===== config.mk =====
export PLATFORM = sky130hd
export DESIGN_NAME = tolc_top
export DESIGN_NICKNAME = d
export VERILOG_FILES = /design/src/include/tolc_pkg.sv /design/src/hw/tolc_top.sv /design/src/hw/tolc_limit_cmp.sv
export VERILOG_INCLUDE_DIRS = /design/src /design/src/include
export SDC_FILE = /design/constraint.sdc
export NUM_CORES = 1
export LEC_CHECK = 0
export BUFFER_PORTS_ARGS = -buffer_cell sky130_fd_sc_hd__buf_2
export CAP_MARGIN = 15
export CORE_MARGIN = 3
export CORE_UTILIZATION = 63
export CTS_BUF_LIST = sky130_fd_sc_hd__clkbuf_4 sky130_fd_sc_hd__clkbuf_8
export CTS_CLUSTER_SIZE = 40
export DETAILED_ROUTE_END_ITERATION = 12
export PLACE_DENSITY = 0.89
export SKIP_CTS_REPAIR_TIMING = 1
export SLEW_MARGIN = 25
export SYNTH_ARGS = -nofsm -noshare
export SYNTH_HDL_FRONTEND = slang
export SYNTH_SLANG_ARGS = --single-unit

===== constraint.sdc =====
create_clock -name I_REF_CLK -period 6.93 [get_ports I_REF_CLK]
set_input_delay 2.079 -clock I_REF_CLK [delete_from_list [all_inputs] [get_ports I_REF_CLK]]
set_output_delay 2.079 -clock I_REF_CLK [all_outputs]
set_load 0.02 [all_outputs]

===== src/include/tolc_consts.svh =====
`ifndef TOLC_CONSTS_SVH
`define TOLC_CONSTS_SVH

// ----------------------------------------------------------------
// register indices (byte address = index * 4)
// ----------------------------------------------------------------
`define TOLC_IDX_MASK1 8'h1d
`define TOLC_IDX_MASK2 8'h1e
`define TOLC_IDX_INT_OFF 8'h1f
`define TOLC_IDX_EXT_OFF 8'h20
`define TOLC_IDX_SUP_HI 8'h23
`define TOLC_IDX_SUP_LO 8'h24
`define TOLC_IDX_T_HI 8'h25
`define TOLC_IDX_T_LO 8'h26
`define TOLC_IDX_CTRL 8'h30
`define TOLC_IDX_STATUS 8'h31
`define TOLC_IDX_INT_RES 8'h32
`define TOLC_IDX_EXT_RES 8'h33
`define TOLC_IDX_SUP_RES 8'h34

// ----------------------------------------------------------------
// reset values
// ----------------------------------------------------------------
`define TOLC_RST_OFF 8'h00
`define TOLC_RST_SUP_HI 8'hc7
`define TOLC_RST_SUP_LO 8'h62
`define TOLC_RST_T_HI 8'h64
`define TOLC_RST_T_LO 8'hc9
`define TOLC_RST_MASK 8'h00
`define TOLC_RST_STATUS 4'h0
`define TOLC_RST_RES 10'h000

// ----------------------------------------------------------------
// field positions
// ----------------------------------------------------------------
`define TOLC_ST_T_HI 0
`define TOLC_ST_T_LO 1
`define TOLC_ST_SUP_HI 2
`define TOLC_ST_SUP_LO 3
`define TOLC_M1_T_HI 0
`define TOLC_M1_T_LO 1
`define TOLC_M2_SUP 4
`define TOLC_CTRL_SRST 7
`define TOLC_FRAC_BITS 2

`endif


===== src/include/tolc_pkg.sv =====
package tolc_pkg;

    // whole state of the top module
    typedef struct packed {
        logic [7:0] int_off;
        logic [7:0] ext_off;
        logic [7:0] sup_hi;
        logic [7:0] sup_lo;
        logic [7:0] t_hi;
        logic [7:0] t_lo;
        logic [7:0] mask1;
        logic [7:0] mask2;
        logic [3:0] status;
        logic [9:0] int_res;
        logic [9:0] ext_res;
        logic [9:0] sup_res;
        logic ph_vld;
        logic ph_wr;
        logic [7:0] ph_idx;
        logic [31:0] hrdata;
    } tolc_state_t;

    // register index taken from the bus address, used by the read mux
    typedef logic [7:0] tolc_idx_t;

endpackage : tolc_pkg


===== src/hw/tolc_top.sv =====
`timescale 1ns/1ps
`default_nettype none
`include "tolc_consts.svh"

module tolc_top
    import tolc_pkg::*;
(
    // clock and reset
    input wire logic I_REF_CLK,
    input wire logic I_RST_N,
    // ahb-lite slave
    input wire logic I_HSEL,
    input wire logic [31:0] I_HADDR,
    input wire logic [1:0] I_HTRANS,
    input wire logic I_HWRITE,
    input wire logic [2:0] I_HSIZE,
    input wire logic [31:0] I_HWDATA,
    input wire logic I_HREADY,
    output logic [31:0] O_HRDATA,
    output logic O_HREADYOUT,
    output logic O_HRESP,
    // conversion results, quarter degrees / supply codes
    input wire logic I_INT_TEMP_VLD,
    input wire logic [9:0] I_INT_TEMP,
    input wire logic I_EXT_TEMP_VLD,
    input wire logic [9:0] I_EXT_TEMP,
    input wire logic I_SUPPLY_VLD,
    input wire logic [9:0] I_SUPPLY,
    // corrected results and alert
    output logic [9:0] O_INT_TEMP,
    output logic [9:0] O_EXT_TEMP,
    output logic O_IRQ
);

    // ----------------------------------------------------------------
    // state
    // ----------------------------------------------------------------
    tolc_state_t s_r;
    tolc_state_t s_nxt;
    logic [9:0] int_corr;
    logic [9:0] ext_corr;
    logic [9:0] t_hi_q;
    logic [9:0] t_lo_q;
    logic int_above;
    logic int_below;
    logic sup_above;
    logic sup_below;
    logic bus_acc;
    logic wr_en;
    logic soft_rst;
    logic [3:0] st_set;
    logic [3:0] st_clr;

    // offset in degrees scaled to quarter degrees, saturated to 10 bits
    // saturation stops a large offset from wrapping a hot reading into a cold one
    function automatic logic [9:0] add_offset(input logic [9:0] raw, input logic [7:0] off);
        logic signed [10:0] sum;
        sum = 11'($signed(raw)) + 11'($signed({off, 2'b00}));
        if (sum > 11'sd511) begin
            add_offset = 10'h1ff;
        end else if (sum < -11'sd512) begin
            add_offset = 10'h200;
        end else begin
            add_offset = sum[9:0];
        end
    endfunction : add_offset

    // read mux over the register map, unmapped words read zero
    function automatic logic [31:0] read_back(input tolc_state_t st, input tolc_idx_t idx);
        logic [31:0] d;
        d = 32'h0000_0000;
        if (idx == `TOLC_IDX_MASK1) begin
            d[7:0] = st.mask1;
        end else if (idx == `TOLC_IDX_MASK2) begin
            d[7:0] = st.mask2;
        end else if (idx == `TOLC_IDX_INT_OFF) begin
            d[7:0] = st.int_off;
        end else if (idx == `TOLC_IDX_EXT_OFF) begin
            d[7:0] = st.ext_off;
        end else if (idx == `TOLC_IDX_SUP_HI) begin
            d[7:0] = st.sup_hi;
        end else if (idx == `TOLC_IDX_SUP_LO) begin
            d[7:0] = st.sup_lo;
        end else if (idx == `TOLC_IDX_T_HI) begin
            d[7:0] = st.t_hi;
        end else if (idx == `TOLC_IDX_T_LO) begin
            d[7:0] = st.t_lo;
        end else if (idx == `TOLC_IDX_STATUS) begin
            d[3:0] = st.status;
        end else if (idx == `TOLC_IDX_INT_RES) begin
            d[9:0] = st.int_res;
        end else if (idx == `TOLC_IDX_EXT_RES) begin
            d[9:0] = st.ext_res;
        end else if (idx == `TOLC_IDX_SUP_RES) begin
            d[9:0] = st.sup_res;
        end
        read_back = d;
    endfunction : read_back

    // ----------------------------------------------------------------
    // offset correction and limit compare
    // ----------------------------------------------------------------
    // correction happens on the raw input so store and compare see one value
    assign int_corr = add_offset(I_INT_TEMP, s_r.int_off);
    assign ext_corr = add_offset(I_EXT_TEMP, s_r.ext_off);
    // limits are whole degrees, widened with zero fraction, sign kept
    assign t_hi_q = {s_r.t_hi, 2'b00};
    assign t_lo_q = {s_r.t_lo, 2'b00};

    tolc_limit_cmp #(
        .WIDTH(10),
        .SIGNED(1'b1)
    ) u_temp_cmp (
        .i_value(int_corr),
        .i_upper(t_hi_q),
        .i_lower(t_lo_q),
        .o_above(int_above),
        .o_at_or_below(int_below)
    );

    // supply limits have a quarter of the converter resolution
    tolc_limit_cmp #(
        .WIDTH(8),
        .SIGNED(1'b0)
    ) u_supply_cmp (
        .i_value(I_SUPPLY[9:2]),
        .i_upper(s_r.sup_hi),
        .i_lower(s_r.sup_lo),
        .o_above(sup_above),
        .o_at_or_below(sup_below)
    );

    // ----------------------------------------------------------------
    // events and bus strobes
    // ----------------------------------------------------------------
    always_comb begin
        st_set = 4'h0;
        st_set[`TOLC_ST_T_HI] = I_INT_TEMP_VLD & int_above;
        st_set[`TOLC_ST_T_LO] = I_INT_TEMP_VLD & int_below;
        st_set[`TOLC_ST_SUP_HI] = I_SUPPLY_VLD & sup_above;
        st_set[`TOLC_ST_SUP_LO] = I_SUPPLY_VLD & sup_below;
    end

    // address phase taken only when the bus is ready
    assign bus_acc = I_HSEL & I_HTRANS[1] & I_HREADY;
    assign wr_en = s_r.ph_vld & s_r.ph_wr;
    assign soft_rst = wr_en && s_r.ph_idx == `TOLC_IDX_CTRL && I_HWDATA[`TOLC_CTRL_SRST];
    assign st_clr = (wr_en && s_r.ph_idx == `TOLC_IDX_STATUS) ? I_HWDATA[3:0] : 4'h0;

    // ----------------------------------------------------------------
    // next state
    // ----------------------------------------------------------------
    always_comb begin
        s_nxt = s_r;
        // data-phase write; unmapped and read-only words are ignored
        if (wr_en) begin
            if (s_r.ph_idx == `TOLC_IDX_MASK1) begin
                s_nxt.mask1 = I_HWDATA[7:0];
            end else if (s_r.ph_idx == `TOLC_IDX_MASK2) begin
                s_nxt.mask2 = I_HWDATA[7:0];
            end else if (s_r.ph_idx == `TOLC_IDX_INT_OFF) begin
                s_nxt.int_off = I_HWDATA[7:0];
            end else if (s_r.ph_idx == `TOLC_IDX_EXT_OFF) begin
                s_nxt.ext_off = I_HWDATA[7:0];
            end else if (s_r.ph_idx == `TOLC_IDX_SUP_HI) begin
                s_nxt.sup_hi = I_HWDATA[7:0];
            end else if (s_r.ph_idx == `TOLC_IDX_SUP_LO) begin
                s_nxt.sup_lo = I_HWDATA[7:0];
            end else if (s_r.ph_idx == `TOLC_IDX_T_HI) begin
                s_nxt.t_hi = I_HWDATA[7:0];
            end else if (s_r.ph_idx == `TOLC_IDX_T_LO) begin
                s_nxt.t_lo = I_HWDATA[7:0];
            end
        end
        // a new event wins over a write-one-to-clear in the same cycle
        s_nxt.status = (s_r.status & ~st_clr) | st_set;
        // corrected results are stored as they are compared
        if (I_INT_TEMP_VLD) begin
            s_nxt.int_res = int_corr;
        end
        if (I_EXT_TEMP_VLD) begin
            s_nxt.ext_res = ext_corr;
        end
        if (I_SUPPLY_VLD) begin
            s_nxt.sup_res = I_SUPPLY;
        end
        // software reset returns every register to its default
        if (soft_rst) begin
            s_nxt.int_off = `TOLC_RST_OFF;
            s_nxt.ext_off = `TOLC_RST_OFF;
            s_nxt.sup_hi = `TOLC_RST_SUP_HI;
            s_nxt.sup_lo = `TOLC_RST_SUP_LO;
            s_nxt.t_hi = `TOLC_RST_T_HI;
            s_nxt.t_lo = `TOLC_RST_T_LO;
            s_nxt.mask1 = `TOLC_RST_MASK;
            s_nxt.mask2 = `TOLC_RST_MASK;
            s_nxt.status = `TOLC_RST_STATUS;
            s_nxt.int_res = `TOLC_RST_RES;
            s_nxt.ext_res = `TOLC_RST_RES;
            s_nxt.sup_res = `TOLC_RST_RES;
        end
        // address phase; read data sampled from the post-write state so a
        // read right behind a write sees the new value
        s_nxt.ph_vld = bus_acc;
        s_nxt.ph_wr = I_HWRITE;
        s_nxt.ph_idx = (I_HADDR[31:10] == 22'h0) ? I_HADDR[9:2] : 8'hff;
        if (bus_acc && !I_HWRITE) begin
            s_nxt.hrdata = read_back(s_nxt, s_nxt.ph_idx);
        end
    end

    // single register stage for all state
    always_ff @(posedge I_REF_CLK or negedge I_RST_N) begin
        if (!I_RST_N) begin
            s_r.int_off <= `TOLC_RST_OFF;
            s_r.ext_off <= `TOLC_RST_OFF;
            s_r.sup_hi <= `TOLC_RST_SUP_HI;
            s_r.sup_lo <= `TOLC_RST_SUP_LO;
            s_r.t_hi <= `TOLC_RST_T_HI;
            s_r.t_lo <= `TOLC_RST_T_LO;
            s_r.mask1 <= `TOLC_RST_MASK;
            s_r.mask2 <= `TOLC_RST_MASK;
            s_r.status <= `TOLC_RST_STATUS;
            s_r.int_res <= `TOLC_RST_RES;
            s_r.ext_res <= `TOLC_RST_RES;
            s_r.sup_res <= `TOLC_RST_RES;
            s_r.ph_vld <= 1'b0;
            s_r.ph_wr <= 1'b0;
            s_r.ph_idx <= 8'h00;
            s_r.hrdata <= 32'h0000_0000;
        end else begin
            s_r <= s_nxt;
        end
    end

    // ----------------------------------------------------------------
    // outputs
    // ----------------------------------------------------------------
    // zero wait states; every access answers okay
    assign O_HREADYOUT = 1'b1;
    assign O_HRESP = 1'b0;
    assign O_HRDATA = s_r.hrdata;
    assign O_INT_TEMP = s_r.int_res;
    assign O_EXT_TEMP = s_r.ext_res;
    // both supply events share one mask bit
    assign O_IRQ = (s_r.status[`TOLC_ST_T_HI] & ~s_r.mask1[`TOLC_M1_T_HI])
        | (s_r.status[`TOLC_ST_T_LO] & ~s_r.mask1[`TOLC_M1_T_LO])
        | (|s_r.status[`TOLC_ST_SUP_LO:`TOLC_ST_SUP_HI] & ~s_r.mask2[`TOLC_M2_SUP]);
endmodule : tolc_top

`default_nettype wire


===== src/hw/tolc_limit_cmp.sv =====
`timescale 1ns/1ps
`default_nettype none

// window comparator: above upper bound, or at/below lower bound
module tolc_limit_cmp #(
    parameter int unsigned WIDTH = 10,
    parameter bit SIGNED = 1'b1
) (
    // operands
    input wire logic [WIDTH-1:0] i_value,
    input wire logic [WIDTH-1:0] i_upper,
    input wire logic [WIDTH-1:0] i_lower,
    // results
    output logic o_above,
    output logic o_at_or_below
);

    // strict above, inclusive below
    always_comb begin
        if (SIGNED) begin
            o_above = $signed(i_value) > $signed(i_upper);
            o_at_or_below = $signed(i_value) <= $signed(i_lower);
        end else begin
            o_above = i_value > i_upper;
            o_at_or_below = i_value <= i_lower;
        end
    end

endmodule : tolc_limit_cmp

`default_nettype wire


==> flow_metrics.tcl, run 1 <==
set metrics [dict create \
    cts_sinks 118 \
    r2r-end "O_HRDATA[0]" \
    post_synthesis_sequential_element_count 118 \
    initialDrtViolationCount 1220 \
    die_area_um2 14700 \
    critical_path_peak_fanout 8 \
    path_clk_slew_ps 70 \
    port-buffer-count 107 \
    dominantRegCellSynth "sky130_fd_sc_hd__dfrtp_1" \
    area_fraction_in_compound_gates_after_synthesis_pct 18.7 \
    worst_hold_path.num_cells 2 \
    vias_in_the_first_global_route 7661 \
    timing_max_transition_violations_final 0 \
    cpPeakStageDelay_ps 450 \
    placedInstanceArea_um2 8730 \
    yosys.cell_types.count 78 \
    holdCritPathClass "reg2reg" \
    drt_first_pass_iters 6 \
    r2r_slack_ps 2660 \
    htree_num_levels 4 \
    final.fill_count 1017 \
    wl_um 26500 \
    power.net_switching_uw 605 \
    worst_path_max_delay_cell "sky130_fd_sc_hd__o41ai_1" \
    cts_tree "built" \
    fraction_of_synthesized_area_in_multiplexers_pct 7.27 \
    timing.critical_path.cells "buf_2 -> ha_1 -> fa_1 -> a21oi_1 -> o2111ai_1 -> o221ai_1 -> o21ai_1 -> a21oi_1 -> inv_1 -> ha_1 -> nor2b_1 -> o21a_1 -> o21ai_0 -> a21oi_1 -> nor4_1 -> o41ai_1 -> o221a_2 -> o221a_2" \
    tightestPinTransition_ps 934 \
    finalHoldViolCount 0 \
    power.clock.fraction_pct 34.8 \
    tritoncts.num_buffers 17 \
    yosysSeqAreaShare_pct 35.4 \
    area_growth_pct 8.90 \
    yosys_warnings 0 \
    grt_overflow 0 \
    grtUsageTotal_pct 36.3 \
    grt_setup_unrepaired "no" \
    clock.fmax_ghz 0.178 \
    critPathRequiredTime_ps 7310 \
    outcome "complete, no violations" \
    wl_met2_um 12000 \
    timing.max_cap.violations 0 \
    layout.cell_area.non_filler_um2 9140 \
    core-area_um2 12800 \
    initial_antenna_violation_count 0 \
    diodes 0 \
    critical_path.endpoint_type "flop" \
    start_util_pct 65.4 \
    synth-edff-count 0 \
    maxUsedRoutingLayer "met4" \
    vdd_ir_drop_max_v 0.000125 \
    hp-start "s_r[91]" \
    worstReg2RegStart "s_r[132]" \
    power.static_leakage_uw 0.00429 \
    io_pins 162 \
    post-route-period-util_pct 81.3 \
    total_number_of_vias 8061 \
    cp.arrival_ps 6020 \
    power_density_nw_per_um2 204 \
    synth_cells 961 \
    cpMostUsedCell "sky130_fd_sc_hd__a21oi_1" \
    setup-violations-final 0 \
    setup.worst_path.class "in2reg" \
    syn_area_per_cell_um2 8.73 \
    timing.clock.skew_ps 10.6 \
    routed_met1_length_um 9780 \
    final_net_count 1175 \
    power_report.internal_total_uw 1260 \
    fraction_of_registers_with_async_set_reset_pct 100 \
    synth_simple_gate_area_share_pct 20.1 \
    clock-root-buffer "sky130_fd_sc_hd__clkbuf_8" \
    total_power_uw 1870 \
    viasPerCell 6.70 \
    p_sw_share_pct 32.4 \
    grt_start_max_net_pins 73 \
    area_used_by_multi_input_combinational_logic_um2 4730 \
    floorplan.rows 41 \
    routed-wl-met3_um 3450 \
    adder_and_majority_gate_portion_of_the_synthesized_area_pct 7.75 \
    totalNegativeSetupSlack_ps 0 \
    synth_top_family_by_area "simple AND/OR/NAND/NOR gates" \
    die_h_um 121 \
    relSlewSlack_pct 37.7 \
    drt_drc_violations_left 0 \
    mappedNetlistArea_um2 8390 \
    wire_per_inst_um 22.0 \
    clk_path_buf_depth 2 \
    timing.critical_path.from_type "input port" \
    layout-drive-gt1-share_pct 17.9 \
    synth-xor-area-share_pct 1.25 \
    clk_latency_ps 450 \
    grt_pass1_wl_um 40900 \
    hold-path-endpoint "s_r[91]" \
    gp_congestion 1.01 \
    ant_nets 0 \
    p_comb_share_pct 24.0 \
    seq_power_share_pct 41.2 \
    detailedPlacementHpwl_um 19900 \
    final_core_util_pct 71.3 \
    sequential_cell_area_um2 2970 \
    fin_crit_ps 5630 \
    die_width_um 121 \
    ff2ff_path_depth 17 \
]
==> area by class of cell <==
| class | instances | area share [%] |
|---|---|---|
| Clock buffer | 23 | 3.39 |
| Timing Repair Buffer | 120 | 6.95 |
| Inverter | 48 | 1.97 |
| Sequential cell | 118 | 32.5 |
| Multi-Input combinational cell | 713 | 51.7 |
| Tap cell | 172 | 2.35 |
| Clock inverter | 9 | 1.07 |
==> worst max path at each step <==
stage	start	to	slack (ps)	depth (start not counted)
after detailed placement	I_INT_TEMP[2]	O_HRDATA[0]	940	19
final	I_INT_TEMP[2]	O_HRDATA[0]	1300	18
after global routing	I_INT_TEMP[2]	O_HRDATA[0]	1080	19
after global placement	I_INT_TEMP[2]	O_HRDATA[0]	1000	18
after CTS	I_INT_TEMP[2]	O_HRDATA[0]	1420	19
after floorplan	I_INT_TEMP[2]	O_HRDATA[0]	1400	18
==> logic make-up (layout without fill, tap and decap cells) <==
group                      Yosys count  after routing
and+or+nand+nor                    341            341
AOI/OAI and AO/OA                  224            224
buffers and inverters              152            200
DFF                                118            118
muxes                               61             61
adders and majority gates           51             51
xor gates and xnor gates            12             12
other                                2             24
==> power groups by stage <==
stage	logic, uW	registers, uW	clock network (uW)
floorplan	343	769	0
global placement	420	778	0
detailed placement	432	780	0
CTS	437	768	651
global route	487	772	680
finish	448	769	649
==> placed cells by master, fill, tap and decap left out, types with 5 or more instances in the layout <==
cell type / n
sky130_fd_sc_hd__ha_1: 48
sky130_fd_sc_hd__buf_2: 106
sky130_fd_sc_hd__nand4_1: 16
sky130_fd_sc_hd__buf_4: 14
sky130_fd_sc_hd__or4_1: 5
sky130_fd_sc_hd__clkinv_2: 6
sky130_fd_sc_hd__o211ai_1: 19
sky130_fd_sc_hd__and2_1: 8
sky130_fd_sc_hd__inv_1: 48
sky130_fd_sc_hd__and3_1: 8
sky130_fd_sc_hd__a21oi_1: 37
sky130_fd_sc_hd__xnor2_1: 8
sky130_fd_sc_hd__nor2b_1: 8
sky130_fd_sc_hd__dfstp_2: 15
sky130_fd_sc_hd__or2_2: 6
sky130_fd_sc_hd__a21o_1: 8
sky130_fd_sc_hd__clkbuf_8: 22
sky130_fd_sc_hd__nor4_1: 12
sky130_fd_sc_hd__nand3_1: 18
sky130_fd_sc_hd__nand2b_1: 11
sky130_fd_sc_hd__conb_1: 24
sky130_fd_sc_hd__nor2_1: 120
sky130_fd_sc_hd__o2111ai_1: 5
sky130_fd_sc_hd__dfrtp_1: 103
sky130_fd_sc_hd__o21a_1: 10
sky130_fd_sc_hd__o21ai_0: 39
sky130_fd_sc_hd__a311oi_1: 6
sky130_fd_sc_hd__o22ai_1: 10
sky130_fd_sc_hd__mux2i_1: 61
sky130_fd_sc_hd__o41ai_1: 5
sky130_fd_sc_hd__o21bai_1: 6
sky130_fd_sc_hd__a221oi_1: 7
sky130_fd_sc_hd__a211oi_1: 18
sky130_fd_sc_hd__nor3_1: 24
sky130_fd_sc_hd__nand2_1: 70
sky130_fd_sc_hd__o221ai_1: 8
sky130_fd_sc_hd__or3_1: 11
==> synthesized netlist by cell type (3+ instances only) <==
cell type / number / area (um^2)
sky130_fd_sc_hd__a211o_1: 3 / 26.3
sky130_fd_sc_hd__a211oi_1: 18 / 135
sky130_fd_sc_hd__a21o_1: 8 / 60.1
sky130_fd_sc_hd__a21oi_1: 37 / 185
sky130_fd_sc_hd__a221oi_1: 7 / 61.3
sky130_fd_sc_hd__a22o_1: 3 / 26.3
sky130_fd_sc_hd__a22oi_1: 3 / 22.5
sky130_fd_sc_hd__a311oi_1: 6 / 52.6
sky130_fd_sc_hd__a31oi_1: 4 / 25.0
sky130_fd_sc_hd__a32oi_1: 4 / 35.0
sky130_fd_sc_hd__and2_1: 8 / 50.1
sky130_fd_sc_hd__and3_1: 8 / 50.1
sky130_fd_sc_hd__and4_1: 3 / 26.3
sky130_fd_sc_hd__buf_1: 6 / 22.5
sky130_fd_sc_hd__buf_2: 10 / 50.1
sky130_fd_sc_hd__buf_4: 54 / 405
sky130_fd_sc_hd__clkbuf_1: 33 / 124
sky130_fd_sc_hd__dfrtp_1: 103 / 2580
sky130_fd_sc_hd__dfstp_2: 15 / 394
sky130_fd_sc_hd__ha_1: 48 / 601
sky130_fd_sc_hd__inv_1: 48 / 180
sky130_fd_sc_hd__mux2i_1: 61 / 611
sky130_fd_sc_hd__nand2_1: 70 / 263
sky130_fd_sc_hd__nand2b_1: 11 / 68.8
sky130_fd_sc_hd__nand3_1: 18 / 90.1
sky130_fd_sc_hd__nand4_1: 16 / 100
sky130_fd_sc_hd__nand4b_1: 4 / 35.0
sky130_fd_sc_hd__nor2_1: 120 / 450
sky130_fd_sc_hd__nor2b_1: 8 / 50.1
sky130_fd_sc_hd__nor3_1: 24 / 120
sky130_fd_sc_hd__nor4_1: 14 / 87.6
sky130_fd_sc_hd__o2111ai_1: 5 / 43.8
sky130_fd_sc_hd__o211ai_1: 19 / 143
sky130_fd_sc_hd__o21a_1: 10 / 75.1
sky130_fd_sc_hd__o21ai_0: 39 / 195
sky130_fd_sc_hd__o21bai_1: 6 / 45.0
sky130_fd_sc_hd__o221a_2: 3 / 33.8
sky130_fd_sc_hd__o221ai_1: 8 / 70.1
sky130_fd_sc_hd__o22ai_1: 10 / 62.6
sky130_fd_sc_hd__o41ai_1: 5 / 43.8
sky130_fd_sc_hd__or2_2: 6 / 37.5
sky130_fd_sc_hd__or3_1: 11 / 68.8
sky130_fd_sc_hd__or4_1: 5 / 37.5
sky130_fd_sc_hd__xnor2_1: 8 / 70.1
sky130_fd_sc_hd__xor2_1: 4 / 35.0
==> routing by layer <==
layer  global-route usage (%)  up-vias
met3                     9.84      108
met4                     16.2        0
met5                        0        -
li1                         -     3554
met1                     47.4     3769
met2                     56.7      630
==> per-stage QoR <==
step	hold WS, ps	std cells	worst slack [ps]
after floorplan	474	983	1400
after global placement	522	1171	1000
after detailed placement	532	1171	938
after CTS	552	1203	1420
after global routing	580	1203	1080
final	559	1203	1300
==> critical path: cells and delay by family <==
kind	cells	cell delay, ps
AOI/OAI and AO/OA	11	2530
adders and majority gates	3	960
buffers and inverters	2	220
and+or+nand+nor	2	220
==> sequential cells by signal (all words and copies together) (netlist names) <==
signal and cells:
s_r 88, O_EXT_TEMP 10, O_HRDATA 10, O_INT_TEMP 10
Note: power is estimated with default switching activity, not from simulation.
==> inputs of run 2 (changes only) <==
--- a/config.mk
+++ b/config.mk
@@ -9,11 +9,11 @@
 export BUFFER_PORTS_ARGS = -buffer_cell sky130_fd_sc_hd__buf_2
 export CAP_MARGIN = 15
 export CORE_MARGIN = 3
-export CORE_UTILIZATION = 63
+export CORE_UTILIZATION = 52
 export CTS_BUF_LIST = sky130_fd_sc_hd__clkbuf_4 sky130_fd_sc_hd__clkbuf_8
 export CTS_CLUSTER_SIZE = 40
 export DETAILED_ROUTE_END_ITERATION = 12
-export PLACE_DENSITY = 0.89
+export PLACE_DENSITY = 0.79
 export SKIP_CTS_REPAIR_TIMING = 1
 export SLEW_MARGIN = 25
 export SYNTH_ARGS = -nofsm -noshare
==> constraint.sdc (replaced) <==
create_clock -name I_REF_CLK -period 5.05 [get_ports I_REF_CLK]
set_input_delay 1.515 -clock I_REF_CLK [delete_from_list [all_inputs] [get_ports I_REF_CLK]]
set_output_delay 1.515 -clock I_REF_CLK [all_outputs]
set_load 0.02 [all_outputs]
==> run 2 against run 1 <==
Net effect:
- register-to-register slack worse by 1600 ps
- power increased by 42%
- largest power group unchanged
- critical path depth unchanged
- largest cell class unchanged
- clock power grew 49%
- worst hold slack worse by 7.1 ps
- utilization fell by 11 points
==> flow_metrics.tcl, run 2 (same netlist as run 1, synthesis figures left out) <==
set metrics [dict create \
    outcome "complete, no violations" \
    power.clock.fraction_pct 36.4 \
    p_sw_share_pct 31.8 \
    total_number_of_vias 7869 \
    floorplan.rows 45 \
    final_net_count 1192 \
    ant_nets 0 \
    die_width_um 133 \
    layout-drive-gt1-share_pct 19.4 \
    layout.cell_area.non_filler_um2 9380 \
    detailedPlacementHpwl_um 19900 \
    io_pins 162 \
    tritoncts.num_buffers 17 \
    final_core_util_pct 60.6 \
    worst_path_max_delay_cell "sky130_fd_sc_hd__fa_1" \
    busiest_layer "met2" \
    area_growth_pct 11.7 \
    cts_sinks 118 \
    fin_crit_ps 4780 \
    viasPerCell 6.25 \
    critical_path.n_buffers_inverters 2 \
    final.fill_count 1345 \
    initial_antenna_violation_count 0 \
    finalHoldViolCount 0 \
    diodes 0 \
    cpMostUsedCell "sky130_fd_sc_hd__a21oi_1" \
    relSlewSlack_pct 48.6 \
    cpPeakStageDelay_ps 390 \
    most-common-layout-cells "sky130_fd_sc_hd__nor2_1 (120), sky130_fd_sc_hd__buf_2 (106), sky130_fd_sc_hd__dfrtp_1 (103)" \
    seq_power_share_pct 39.9 \
    worst_path_dominant_cell_family "compound AO/OA/AOI/OAI gates" \
    port-buffer-count 107 \
    clock-root-buffer "sky130_fd_sc_hd__clkbuf_8" \
    htree_num_levels 4 \
    area_used_by_multi_input_combinational_logic_um2 4730 \
    placed_cells 1227 \
    power_report.internal_total_uw 1800 \
    p_comb_share_pct 23.7 \
    grt_start_max_net_pins 119 \
    met3_use_gr_pct 8.40 \
    path_clk_slew_ps 80 \
    timing.critical_path.from_type "input port" \
    grt_setup_unrepaired "no" \
    totalNegativeSetupSlack_ps 0 \
    drt_drc_violations_left 0 \
    gr-usage-met2_pct 43.9 \
    setup-violations-final 0 \
    clk_path_buf_depth 2 \
    gp_congestion 0.973 \
    initialDrtViolationCount 760 \
    clk_latency_ps 460 \
    placedInstanceArea_um2 8930 \
    start_util_pct 54.2 \
    timing.critical_path.cells "buf_2 -> ha_1 -> fa_1 -> a21oi_1 -> o2111ai_1 -> nor3_1 -> mux2i_1 -> a21oi_1 -> inv_1 -> ha_1 -> nor2b_1 -> o21a_1 -> o21ai_0 -> a21oi_1 -> nor4_1 -> o41ai_1 -> o221a_2 -> o221a_2" \
    largest_register_ff_count 88 \
    max_flop_register "s_r" \
    grtUsageTotal_pct 29.4 \
    power.net_switching_uw 843 \
    setup.worst_path.class "in2reg" \
    power.static_leakage_uw 0.00438 \
    timing.max_cap.violations 0 \
    groute.layer.met1.usage_pct 39.4 \
    timing_max_transition_violations_final 0 \
    die_area_um2 17700 \
    holdCritPathClass "reg2reg" \
    die_h_um 133 \
    grt_overflow 0 \
    post-route-period-util_pct 94.6 \
    wire_per_inst_um 20.9 \
    clock.fmax_ghz 0.209 \
    power_density_nw_per_um2 282 \
    grt_pass1_wl_um 40300 \
    timing.clock.skew_ps 11.9 \
    drt_first_pass_iters 5 \
    cp.arrival_ps 5130 \
    hold_ws_ps 552 \
    fin_cells 1259 \
    tightestPinTransition_ps 769 \
    layout.cells.most_common "sky130_fd_sc_hd__nor2_1" \
    vdd_ir_drop_max_v 0.000261 \
    sequential_cell_area_um2 2970 \
    core-area_um2 15500 \
    wl_um 26300 \
    critical_path_peak_fanout 3 \
    vias_in_the_first_global_route 7398 \
    critical_path.endpoint_type "flop" \
    cts_tree "built" \
    critPathRequiredTime_ps 5400 \
]
run 2: changes by cell type in the layout (fill, tap and decap cells not counted):
cell	delta
sky130_fd_sc_hd__nor2b_2	+1
sky130_fd_sc_hd__nor2b_1	-1
sky130_fd_sc_hd__bufinv_16	+2
sky130_fd_sc_hd__buf_12	+2
sky130_fd_sc_hd__clkinv_4	+2
sky130_fd_sc_hd__clkinv_2	-4
sky130_fd_sc_hd__clkinvlp_4	+3
sky130_fd_sc_hd__clkbuf_8	-4
sky130_fd_sc_hd__clkbuf_4	+1
sky130_fd_sc_hd__buf_4	+15
run 2: area by class of cell:
type,instances,share of cell area (%)
clock buffer,20,2.80
clock inverter,12,1.89
inverter,48,1.92
multi-input combinational,713,50.5
sequential,118,31.7
tap,211,2.82
timing repair buffer,137,8.41
run 2: power groups by stage:
| stage | clock, uW | combinational [uW] | sequential, uW |
|---|---|---|---|
| after floorplan | 0 | 471 | 1060 |
| after global placement | 0 | 603 | 1070 |
| after detailed placement | 0 | 614 | 1070 |
| after CTS | 967 | 619 | 1060 |
| after global routing | 1020 | 684 | 1060 |
| final | 964 | 627 | 1060 |
run 2: final timing paths:
kind	cells after the start	endpoint	slack, ps	from
min in group asynchronous	2	s_r[41]	1110	I_RST_N
max in group asynchronous	2	s_r[129]	3410	I_RST_N
setup reg to reg	17	O_HRDATA[0]	1060	s_r[132]
hold reg to reg	2	s_r[83]	550	s_r[83]
hold / removal	2	s_r[83]	550	s_r[83]
setup / recovery	18	O_HRDATA[0]	270	I_INT_TEMP[2]
run 2: worst min-delay path, cell delays in order, from the launching register on:
cell	delay (ps)
sky130_fd_sc_hd__dfrtp_1	330
sky130_fd_sc_hd__mux2i_1	60
sky130_fd_sc_hd__nor2_1	110
run 2: metal layers:
layer  wire (um)  vias to the layer above  part of all wire, %
met4        1110                        0                  4.2
met1       10800                     3754                   41
met2       11800                      441                   45
met5           0                        -                    0
li1            -                     3595                    -
met3        2590                       79                  9.9
run 2: through the flow:
stage / worst slack [ps] / total power (uW)
floorplan: 86.5 / 1530
global placement: -93.8 / 1670
detailed placement: -215 / 1690
CTS: 282 / 2640
global route: 63.7 / 2760
finish: 271 / 2650
==> inputs of run 3 (changes only) <==
--- a/config.mk
+++ b/config.mk
@@ -13,7 +13,7 @@
 export CTS_BUF_LIST = sky130_fd_sc_hd__clkbuf_4 sky130_fd_sc_hd__clkbuf_8
 export CTS_CLUSTER_SIZE = 40
 export DETAILED_ROUTE_END_ITERATION = 12
-export PLACE_DENSITY = 0.79
+export PLACE_DENSITY = 0.8
 export SKIP_CTS_REPAIR_TIMING = 1
 export SLEW_MARGIN = 25
 export SYNTH_ARGS = -nofsm -noshare
==> constraint.sdc (replaced) <==
create_clock -name I_REF_CLK -period 4 [get_ports I_REF_CLK]
set_input_delay 1.2 -clock I_REF_CLK [delete_from_list [all_inputs] [get_ports I_REF_CLK]]
set_output_delay 1.2 -clock I_REF_CLK [all_outputs]
set_load 0.02 [all_outputs]
==> run 3 against run 2 <==
Net effect:
- the flow now finishes with violations (setup timing)
- clock skew is 2.2 ps higher
- die area stayed put
- non-clock buffer count is 74 higher
- largest cell class unchanged
- highest routed layer unchanged
==> flow_metrics.tcl, run 3 (same netlist as run 1, synthesis figures left out) <==
set metrics [dict create \
    vias_in_the_first_global_route 7960 \
    viasPerCell 6.20 \
    tritoncts.num_buffers 17 \
    port-buffer-count 107 \
    start_util_pct 54.2 \
    gp_congestion 1.01 \
    die_width_um 133 \
    clock-root-buffer "sky130_fd_sc_hd__clkbuf_8" \
    worst_path_dominant_cell_family "compound AO/OA/AOI/OAI gates" \
    clk_path_buf_depth 2 \
    worst_path_max_delay_cell "sky130_fd_sc_hd__fa_2" \
    ant_nets 0 \
    dpl_worst_slack_ps -576 \
    layout-drive-gt1-share_pct 26.2 \
    fin_ws_ps -71.6 \
    critical_path.n_buffers_inverters 3 \
    holdCritPathClass "reg2reg" \
    hold_ws_ps 549 \
    finalHoldViolCount 0 \
    vdd_ir_drop_max_v 0.000388 \
    htree_num_levels 4 \
    drt_first_pass_iters 6 \
    initial_antenna_violation_count 0 \
    timing.max_cap.violations 0 \
    timing.critical_path.cells "buf_6 -> ha_4 -> fa_2 -> a21oi_2 -> o2111ai_2 -> o221ai_2 -> o21ai_2 -> buf_4 -> nor2_1 -> nor2_1 -> buf_4 -> ha_1 -> o2111ai_1 -> a21oi_1 -> o41ai_2 -> a21oi_2 -> nor2_1 -> o31a_1" \
    most-common-layout-cells "sky130_fd_sc_hd__nor2_1 (119), sky130_fd_sc_hd__buf_2 (105), sky130_fd_sc_hd__dfrtp_1 (103)" \
    outcome "complete, but fails checks" \
    layout.cells.most_common "sky130_fd_sc_hd__nor2_1" \
    grt_overflow 0 \
    power.static_leakage_uw 0.00478 \
    grtUsageTotal_pct 31.5 \
    floorplan.rows 45 \
    cp.arrival_ps 4430 \
    wire_per_inst_um 21.2 \
    final_net_count 1266 \
    detailedPlacementHpwl_um 21800 \
    cpPeakStageDelay_ps 350 \
    timing.clock.skew_ps 14.1 \
    critPathRequiredTime_ps 4360 \
    timing_max_transition_violations_final 0 \
    fin_crit_ps 4070 \
    grt_setup_unrepaired "yes" \
    cts_sinks 118 \
    max_flop_register "s_r" \
    critical_path.endpoint_type "flop" \
    largest_register_ff_count 88 \
    grt_start_max_net_pins 84 \
    cpMostUsedCell "sky130_fd_sc_hd__nor2_1" \
    die_h_um 133 \
    post-route-period-util_pct 102 \
    die_area_um2 17700 \
    drt_drc_violations_left 0 \
    initialDrtViolationCount 761 \
    cts_tree "built" \
    clock.fmax_ghz 0.246 \
    violated_checks "setup timing" \
    grt_pass1_wl_um 43200 \
    core-area_um2 15500 \
    clk_latency_ps 480 \
    wl_um 28300 \
    area_growth_pct 19.9 \
    total_number_of_vias 8271 \
    power_density_nw_per_um2 346 \
    placed_cells 1299 \
    relSlewSlack_pct 41.9 \
    io_pins 162 \
    setup-violations-final 2 \
    timing.critical_path.from_type "input port" \
    fin_cells 1334 \
    tightestPinTransition_ps 865 \
    setup.worst_path.class "in2reg" \
    critical_path_peak_fanout 7 \
    final.fill_count 1308 \
    path_clk_slew_ps 70 \
]
-- run 3: cell count changes in the layout (fill, tap and decap cells not counted), sizes merged --
| cell | delta |
|---|---|
| buf | +74 |
| clkbuf | +3 |
| clkinv | -1 |
| clkinvlp | -2 |
| diode | +1 |
-- run 3: final cells by class --
class	instances	area, um^2	share of cell area, %
Antenna cell	1	2.50	0.0249
Clock buffer	23	292	2.90
Clock inverter	9	150	1.49
Inverter	48	180	1.79
Multi-Input combinational cell	713	4840	48.1
Sequential cell	118	2970	29.5
Tap cell	211	264	2.62
Timing Repair Buffer	211	1360	13.5
-- run 3: final timing paths --
kind | start | end | slack [ps] | depth (start not counted)
min in group asynchronous | I_RST_N | s_r[40] | 690 | 1
hold reg to reg | O_HRDATA[9] | O_HRDATA[9] | 550 | 1
setup / recovery | I_INT_TEMP[2] | O_HRDATA[1] | -70 | 18
setup reg to reg | s_r[132] | O_HRDATA[1] | 320 | 17
hold / removal | O_HRDATA[9] | O_HRDATA[9] | 550 | 1
max in group asynchronous | I_RST_N | s_r[92] | 2480 | 2
-- run 3: where the power goes --
part | internal (uW) | leakage, uW | switching, uW | total [uW]
clock network | 736 | 0.000224 | 506 | 1240
logic | 364 | 0.00316 | 538 | 903
registers | 1280 | 0.00140 | 56.0 | 1340
total | 2380 | 0.00478 | 1100 | 3480
-- run 3: per-stage QoR --
stage | total power [uW] | TNS, ps | cell area, um^2 | util [%]
2_1_floorplan | 1930 | -349 | 8520 | -
3_3_place_gp | 2190 | -1610 | 9520 | 61.5
3_5_place_dp | 2210 | -2010 | 9520 | 61.5
4_1_cts | 3430 | -262 | 9970 | 64.4
5_1_grt | 3620 | -393 | 10100 | 65.0
6_report | 3480 | -82.2 | 10100 | 65.0
-- run 3: metal layers --
metal / vias up / wire length [um] / track usage (%)
met5: - / 0 / 0
met2: 467 / 13100 / 49.9
li1: 3747 / - / -
met1: 3962 / 11300 / 40.9
met3: 95 / 2750 / 8.59
met4: 0 / 1140 / 12.4
